`src/hw/diag_status_pkg.sv`:
```
/*
  Shared constants and carrier types for the diagnostic status bytes of
  a two-channel analog input module.
  Assumes one module clock; record indices are the byte positions of the
  diagnostic record as the reading party addresses it.
*/
package diag_status_pkg;

  // ************************************************************
  // record geometry
  // ************************************************************
  localparam int NUM_CHANNELS = 2;
  localparam int DIAG_BITS = 8;

  // byte index of each status byte inside the diagnostic record
  localparam logic [7:0] IDX_SUMMARY = 8'h02;
  localparam logic [7:0] IDX_INFO = 8'h03;
  localparam logic [7:0] IDX_RESERVED_C = 8'h04;
  localparam logic [7:0] IDX_EXTENDED = 8'h05;
  localparam logic [7:0] IDX_KIND = 8'h06;
  localparam logic [7:0] IDX_BITS = 8'h07;

  // ************************************************************
  // field positions
  // ************************************************************
  localparam int SUM_FAIL_BIT = 0;
  localparam int SUM_INTERNAL_BIT = 1;
  localparam int SUM_EXTERNAL_BIT = 2;
  localparam int SUM_CHANNEL_BIT = 3;
  localparam int SUM_AUX_BIT = 4;
  localparam int SUM_PARAM_BIT = 7;
  localparam int INFO_CHINFO_BIT = 4;
  localparam int EXT_OVERFLOW_BIT = 3;
  localparam int EXT_COMM_BIT = 4;
  localparam int EXT_PI_LOST_BIT = 6;

  // ************************************************************
  // fixed contents
  // ************************************************************
  localparam logic [3:0] MODULE_CLASS_ANALOG = 4'h5;
  localparam logic [6:0] KIND_DIGITAL_IN = 7'h70;
  localparam logic [6:0] KIND_ANALOG_IN = 7'h71;
  localparam logic [6:0] KIND_DIGITAL_OUT = 7'h72;
  localparam logic [6:0] KIND_ANALOG_OUT = 7'h73;
  localparam logic [6:0] KIND_ANALOG_INOUT = 7'h74;
  localparam logic [6:0] KIND_COUNTER = 7'h76;
  localparam logic [7:0] DIAG_BITS_COUNT = 8'h08;
  localparam logic [7:0] BYTE_ZERO = 8'h00;

  // ************************************************************
  // carriers
  // ************************************************************
  typedef struct packed {
    logic strobe;
    logic [7:0] index;
  } read_req_type;

  typedef struct packed {
    logic valid;
    logic [7:0] data;
  } read_resp_type;

  // levels and pulses from the module's own detectors, same clock
  typedef struct packed {
    logic module_fail;
    logic internal_err;
    logic external_err;
    logic param_err;
    logic buffer_overflow;
    logic comm_err;
    logic pi_lost;
  } module_event_type;

endpackage : diag_status_pkg

```
`src/hw/channel_diag_tracker.sv`:
```
/*
  Incoming/outgoing diagnostic tracker for one channel.
  Assumes cause bits come from detectors on the same clock and that the
  reset is already synchronised to that clock.
*/
`timescale 1ns/10ps

module channel_diag_tracker
  import diag_status_pkg::*;
#(
  parameter int CAUSE_BITS = DIAG_BITS
) (
  // clock and reset
  input wire logic clk_i,
  input wire logic rst_n_i,
  // channel causes
  input wire logic [CAUSE_BITS-1:0] cause_i,
  // diagnostic state
  output logic active_o,
  output logic incoming_o,
  output logic outgoing_o
);

  typedef struct packed {
    logic active;
    logic incoming;
    logic outgoing;
  } tracker_state_type;

  tracker_state_type state;
  tracker_state_type next_state;
  logic any_cause;

  assign any_cause = |cause_i;

  always_comb begin
    next_state = state;
    next_state.active = any_cause;
    // new causes while already active raise no second incoming event
    next_state.incoming = any_cause && !state.active;
    // outgoing follows as soon as every cause has gone
    next_state.outgoing = state.active && !any_cause;
  end

  always_ff @(posedge clk_i or negedge rst_n_i) begin
    if (!rst_n_i) begin
      state <= '0;
    end else begin
      state <= next_state;
    end
  end

  assign active_o = state.active;
  assign incoming_o = state.incoming;
  assign outgoing_o = state.outgoing;

endmodule : channel_diag_tracker

```
`src/hw/analog_module_diag_status_bytes.sv`:
```
/*
  Read-only diagnostic status bytes of a two-channel analog input module:
  summary, module information, extended error, channel kind and the count
  of diagnostic bits per channel, plus per-channel incoming/outgoing events.
  Assumes the record reader and the event detectors share CLOCK_I; only the
  auxiliary supply monitor and RESETN_I are asynchronous pins.
*/
// Behaviour
// summary bit 0 shows module failure and bit 1 an internal error.
// summary bit 2 shows an external error and bit 3 an error on any channel.
// summary bit 4 is high while the auxiliary supply is missing.
// summary bit 7 shows a parameter error and bits 6 to 5 read zero.
// module info bits 3 to 0 hold the analog class pattern 0101b.
// module info bit 4 flags channel information present, bits 7 to 5 read zero.
// extended bit 3 flags a diagnostics buffer overflow, bits 2 to 0 read zero.
// extended bit 4 flags an internal communication error.
// extended bit 6 flags a lost process interrupt, bits 5 and 7 read zero.
// channel kind bits 6 to 0 carry the kind code, 71h for analog input.
// the diagnostic bits count byte reads 08h.
// the outgoing event follows by itself once a channel's cause is gone.
// events of a channel between its incoming and outgoing are not reported.
// reserved bits and unmapped bytes read zero and nothing can be written.
`timescale 1ns/10ps

module analog_module_diag_status_bytes
  import diag_status_pkg::*;
#(
  parameter int NCH = NUM_CHANNELS,
  parameter logic [6:0] CHANNEL_KIND = KIND_ANALOG_IN
) (
  // clock and reset
  input wire logic CLOCK_I,
  input wire logic RESETN_I,
  // diagnostic record read port
  input wire read_req_type READ_REQ_I,
  output read_resp_type READ_RESP_O,
  // detectors
  input wire module_event_type MODULE_EVENT_I,
  input wire logic AUX_SUPPLY_MISSING_I,
  input wire logic [NCH-1:0][DIAG_BITS-1:0] CHANNEL_CAUSE_I,
  // diagnostic events
  output logic [NCH-1:0] DIAG_ACTIVE_O,
  output logic [NCH-1:0] DIAG_INCOMING_O,
  output logic [NCH-1:0] DIAG_OUTGOING_O,
  output logic MODULE_DIAG_O
);

  // ************************************************************
  // reset release
  // ************************************************************
  logic reset_meta;
  logic rst_n;

  always_ff @(posedge CLOCK_I or negedge RESETN_I) begin
    if (!RESETN_I) begin
      reset_meta <= 1'b0;
      rst_n <= 1'b0;
    end else begin
      reset_meta <= 1'b1;
      rst_n <= reset_meta;
    end
  end

  // ************************************************************
  // channel trackers
  // ************************************************************
  logic [NCH-1:0] chan_active;
  logic [NCH-1:0] chan_incoming;
  logic [NCH-1:0] chan_outgoing;

  for (genvar c = 0; c < NCH; c++) begin : g_chan
    channel_diag_tracker #(
      .CAUSE_BITS(DIAG_BITS)
    ) u_tracker (
      .clk_i(CLOCK_I),
      .rst_n_i(rst_n),
      .cause_i(CHANNEL_CAUSE_I[c]),
      .active_o(chan_active[c]),
      .incoming_o(chan_incoming[c]),
      .outgoing_o(chan_outgoing[c])
    );
  end

  // ************************************************************
  // state
  // ************************************************************
  typedef struct packed {
    logic aux_meta;
    logic aux_sync;
    logic overflow;
    logic comm;
    logic pi_lost;
    read_resp_type resp;
    logic [NCH-1:0] active;
    logic [NCH-1:0] incoming;
    logic [NCH-1:0] outgoing;
    logic module_diag;
  } diag_state_type;

  diag_state_type state;
  diag_state_type next_state;

  // ************************************************************
  // byte decode
  // ************************************************************
  function automatic logic [7:0] read_byte(
    input logic [7:0] index,
    input diag_state_type s,
    input module_event_type ev,
    input logic any_active
  );
    logic [7:0] b;
    b = BYTE_ZERO;
    unique case (index)
      IDX_SUMMARY: begin
        b[SUM_FAIL_BIT] = ev.module_fail;
        b[SUM_INTERNAL_BIT] = ev.internal_err;
        b[SUM_EXTERNAL_BIT] = ev.external_err;
        b[SUM_CHANNEL_BIT] = any_active;
        b[SUM_AUX_BIT] = s.aux_sync;
        b[SUM_PARAM_BIT] = ev.param_err;
      end
      IDX_INFO: begin
        b[3:0] = MODULE_CLASS_ANALOG;
        b[INFO_CHINFO_BIT] = 1'b1;
      end
      IDX_EXTENDED: begin
        b[EXT_OVERFLOW_BIT] = s.overflow;
        b[EXT_COMM_BIT] = s.comm;
        b[EXT_PI_LOST_BIT] = s.pi_lost;
      end
      IDX_KIND: begin
        b[6:0] = CHANNEL_KIND;
      end
      IDX_BITS: begin
        b = DIAG_BITS_COUNT;
      end
      // reserved byte and every unmapped index read as zero
      default: begin
        b = BYTE_ZERO;
      end
    endcase
    return b;
  endfunction : read_byte

  // ************************************************************
  // next state
  // ************************************************************
  logic read_ext;

  always_comb begin
    next_state = state;
    next_state.aux_meta = AUX_SUPPLY_MISSING_I;
    next_state.aux_sync = state.aux_meta;
    read_ext = READ_REQ_I.strobe && (READ_REQ_I.index == IDX_EXTENDED);
    // sticky until read; an event in the clearing cycle survives the read
    next_state.overflow = (state.overflow && !read_ext) || MODULE_EVENT_I.buffer_overflow;
    next_state.comm = (state.comm && !read_ext) || MODULE_EVENT_I.comm_err;
    next_state.pi_lost = (state.pi_lost && !read_ext) || MODULE_EVENT_I.pi_lost;
    next_state.resp.valid = READ_REQ_I.strobe;
    next_state.resp.data = READ_REQ_I.strobe ?
        read_byte(READ_REQ_I.index, state, MODULE_EVENT_I, |chan_active) : BYTE_ZERO;
    next_state.active = chan_active;
    next_state.incoming = chan_incoming;
    next_state.outgoing = chan_outgoing;
    next_state.module_diag = |chan_active;
  end

  always_ff @(posedge CLOCK_I or negedge rst_n) begin
    if (!rst_n) begin
      state <= '0;
    end else begin
      state <= next_state;
    end
  end

  assign READ_RESP_O = state.resp;
  assign DIAG_ACTIVE_O = state.active;
  assign DIAG_INCOMING_O = state.incoming;
  assign DIAG_OUTGOING_O = state.outgoing;
  assign MODULE_DIAG_O = state.module_diag;

  for (genvar c = 0; c < NCH; c++) begin : g_chk

  end
endmodule : analog_module_diag_status_bytes

```
`config.mk`:
```
export PLATFORM = sky130hd
export DESIGN_NAME = analog_module_diag_status_bytes
export DESIGN_NICKNAME = d
export VERILOG_FILES = /design/src/hw/diag_status_pkg.sv /design/src/hw/channel_diag_tracker.sv /design/src/hw/analog_module_diag_status_bytes.sv
export SDC_FILE = /design/constraint.sdc
export NUM_CORES = 1
export LEC_CHECK = 0
export BUFFER_PORTS_ARGS = -buffer_cell sky130_fd_sc_hd__buf_2
export CAP_MARGIN = 20
export CORE_MARGIN = 4
export CORE_UTILIZATION = 45
export DETAILED_ROUTE_END_ITERATION = 10
export GPL_ROUTABILITY_DRIVEN = 0
export PLACE_DENSITY = 0.85
export SETUP_SLACK_MARGIN = 0.5
export SYNTH_ARGS = -nofsm -noshare
export SYNTH_HDL_FRONTEND = slang
export SYNTH_SLANG_ARGS = --single-unit
```
`constraint.sdc`:
```
create_clock -name CLOCK_I -period 1.25 [get_ports CLOCK_I]
set_clock_uncertainty 0.05 [all_clocks]
set_input_delay 0.1875 -clock CLOCK_I [delete_from_list [all_inputs] [get_ports CLOCK_I]]
set_output_delay 0.1875 -clock CLOCK_I [all_outputs]
set_load 0.1 [all_outputs]
```
After elaboration in Yosys (flattened, before gate mapping)
Cells that the tools add are included.
{ "word_totals": {"inputBits": 35, "regBits": 29, "output_inout_bits": 16, "word_cells": 50} }
{ "classes": {"muxes": 6, "reduce_logical": 20, "n_eq_ne": 5} }
{ "op_table": {"columns": ["op", "n"], "rows": [
  ["$eq 8x3->1 const B", 3],
  ["$eq 8x2->1 const B", 2],
  ["$reduce_or 8->1", 2],
  ["$pmux 3 s3", 1],
  ["$logic_and 1x1->1", 8],
  ["$mux 8", 1],
  ["$pmux 2 s4", 1],
  ["$logic_not 1->1", 5],
  ["$reduce_or 2->1", 2],
  ["$logic_or 1x1->1", 3],
  ["$mux 1", 2],
  ["$pmux 1 s2", 1]
]} }

Longest topological paths before layout
{ "depth": {"ltp_word": 5, "ltp_mapped": 4, "mapped_depth_nobuf": 3} }

By module
Synthesis repeated with hierarchy kept, for this count alone.
{ "unflattened": {"hier_cells": 88, "hier_area_um2": 1133.6} }
{ "modules_own_cells": {"columns": ["mod", "cells_per_inst", "area_per_inst_um2", "instances"], "rows": [
  ["analog_module_diag_status_bytes", 72, 903.4, 1],
  ["channel_diag_tracker", 8, 115.1, 2]
]} }

Worst setup path after synthesis
OpenSTA, ideal clock, no wires.
{ "synth_path": {"path_type": "register to output", "startpoint": "reg state, in the netlist MODULE_DIAG_O", "endpoint": "out MODULE_DIAG_O", "arrival_time_ns": 0.883, "stages_incl_launch_ff": 1, "n_path_buf": 0, "path_slack_ns": 0.129, "path_cell_list": "dfrtp_1"} }
{ "synth_lines": {"columns": ["item", "line", "rtl"], "rows": [
  ["start, declared", "analog_module_diag_status_bytes.sv:100", "diag_state_type state;"],
  ["start signal, assigned", "analog_module_diag_status_bytes.sv:173", "state <= next_state;"],
  ["end, declared", "analog_module_diag_status_bytes.sv:45", "output logic MODULE_DIAG_O"]
]} }
No word-level cell between the ends.

Worst setup path in the final report
{ "layout_path": {"startpoint": "reg state, in the netlist MODULE_DIAG_O", "endpoint": "out MODULE_DIAG_O"} }
No word-level cell between the ends.

==> run summary <==
status = finished, violations left
violated checks = negative hold slack
Core Area = 0.00230 mm2
Post-Syn Area = 0.00113 mm2
Synth Register Bits = 29
IO Port Bufs = 50
GRT Overall Usage = 14.9%
Netlist cell types = 26
# rows = 17
antenna violations before repair = 0
layout cells sized above 1 = 58.7%
type of origin of the critical path = flip-flop
Setup Viol. Count Final = 0
Lkg Pwr = 0.809 nW
vias per std cell = 4.81
Mapped Nets = 126
final-report max-slew violation count = 0
Synthesis Warnings = 0
antenna fix cells = 0
CP bufs+invs = 1
FILL cells = 137
Critical-path top delay cell = dfrtp_2
Post-DP Area = 0.00162 mm2
Tmin final = 1150 ps
setup TNS = 0 ps
CTS Buf Count = 5
DRC = 0
Die Wd = 58.1 um
Seq. cell area = 731 um2
unrepaired setup endpoints after global routing = yes
area of the multi-input gates = 349 um2
worst hold path type = input pin to flip-flop
via count = 799
clock-pin slew on the worst setup and hold paths = 90 ps
placed instance count = 153
Root Driver = clkbuf_4
Setup crit end kind = primary output
max-cap violations = 0
Antenna Violating Nets Remaining = 0
routed wire length = 2350 um
Pwr Total = 1.77 mW
first-pass GRT wire length = 3660 um
hpwl dp = 1790 um
clock sinks = 29
vias in the first global route = 852
Initial Util = 49.2%
part of the cycle the worst path needs = 91.9%
final cell count without fillers = 166
largest net degree at the start of global routing = 28
ys async rst share = 100%
Critical Path RT = 1010 ps
Mapped Cells = 91
DR WL/cell = 14.1 um
final-report hold violation count = 1
syn avg cell area = 12.4 um2
Clock Tree Buf Depth = 2
DIE HEIGHT = 58.1 um
clk_lat worst skew = 310 ps
drt pass-1 iters = 4
CP max stage delay = 430 ps
Hold Slack = -2.93 ps
Worst EP arrival = 910 ps
CP Cell Sequence = buf_12
die footprint = 0.00338 mm2
DRT iter0 DRCs = 10
nets@finish = 172
Max Fanout on Critical Path = 1
Setup Crit Path Kind = flip-flop to primary output
f_max = 871 MHz
maximum VDD drop = 0.000787 V
grt ovf = 0
CTS Hold Bufs = 3
Power Density = 995 mW/mm2
io pins = 51
CTS H-tree depth = 2
TritonCTS clock tree = built
sequential fraction of the synthesis area = 64.2%
Syn-to-layout area delta = 57.5%
design area = 0.00178 mm2
EDFF count, synth = 0
CP top delay family = flip-flops
Main synth FF type = dfrtp_1
==> placed cells by master, fill, tap and decap left out, types with 3 or more instances in the layout <==
master,Yosys,routed
buf_2,1,29
dfrtp_1,29,27
buf_12,0,16
inv_1,6,5
clkbuf_4,0,5
buf_6,0,5
nor2_4,0,4
nor2_1,6,4
or4_4,4,4
nor4_1,3,3
a21o_1,3,3
dlygate4sd3_1,0,3
buf_4,15,3
==> layer usage <==
metal / track usage [%] / vias up / wire length, um
met5: 0 / - / 0
met3: 4.23 / 8 / 163
met1: 13.2 / 370 / 732
met4: 9.27 / 0 / 80
li1: - / 382 / -
met2: 28.9 / 39 / 1370
==> state kept, by name, summed over array words and instances, names as in the netlist <==
register,cells
READ_RESP_O,9
state,4
DIAG_ACTIVE_O,2
DIAG_INCOMING_O,2
DIAG_OUTGOING_O,2
g_chan.u_tracker.active_o,2
g_chan.u_tracker.incoming_o,2
g_chan.u_tracker.outgoing_o,2
MODULE_DIAG_O,1
next_state,1
reset_meta,1
rst_n,1
==> synthesized netlist by cell type (2+ instances only) <==
| master | count | area (um2) |
|---|---|---|
| and2_1 | 2 | 12.5 |
| nand3_1 | 3 | 15.0 |
| nor2_1 | 6 | 22.5 |
| nor2_2 | 2 | 12.5 |
| nor4_1 | 3 | 18.8 |
| a21o_1 | 3 | 22.5 |
| dfrtp_1 | 29 | 726 |
| nand4_1 | 2 | 12.5 |
| buf_4 | 15 | 113 |
| nor3_1 | 2 | 10.0 |
| or4_4 | 4 | 45.0 |
| inv_1 | 6 | 22.5 |
==> layout make-up <==
class	count	share of cell area (%)
clock buffer	7	3.65
tap	28	1.97
inverter	6	1.26
sequential	29	41.0
multi-input combinational	39	19.6
clock inverter	1	0.281
timing repair buffer	56	32.2
==> cells by family after synthesis <==
group | after synthesis | synth area share [%]
flops | 29 | 64.2
other cells | 1 | 0.332
compound gates | 9 | 6.31
simple gates | 29 | 16.5
buf+inv | 23 | 12.7
==> per-stage QoR <==
step,hold slack [ps],setup WS [ps],util [%]
global placement,-76.9,79.0,70.6
floorplan,-158,187,-
detailed placement,-74.8,58.3,70.6
global route,-7.63,67.9,77.6
finish,-2.93,102,77.6
CTS,-11.7,91.1,77.0
==> final timing paths <==
path                                              start                      endpoint  slack [ps]  cells past startpoint
setup reg to reg           g_chan[0].u_tracker.active_o                READ_RESP_O[3]         310                      3
min in group asynchronous                      RESETN_I                         rst_n         130                      2
setup / recovery                          MODULE_DIAG_O                 MODULE_DIAG_O         100                      1
hold reg to reg                                   rst_n  g_chan[0].u_tracker.active_o         180                      0
max in group asynchronous                         rst_n                 MODULE_DIAG_O         700                      0
hold / removal                        MODULE_EVENT_I[0]                     state[16]          -3                      2
==> repair_timing <==
action / in CTS / in global routing
hold endpoints to repair: 6 / 1
endpoints found under the setup margin: 29 / 54
pin swaps: 13 / 2
gates resized for setup: 9 / 3
setup buffers: 2 / 0
==> where the power goes <==
| part | internal (mW) | switching (mW) | leakage (nW) |
|---|---|---|---|
| logic | 0.0903 | 0.0886 | 0.417 |
| clock network | 0.326 | 0.300 | 0.0413 |
| registers | 0.949 | 0.0188 | 0.351 |
Power figures use the tool's default switching activity.
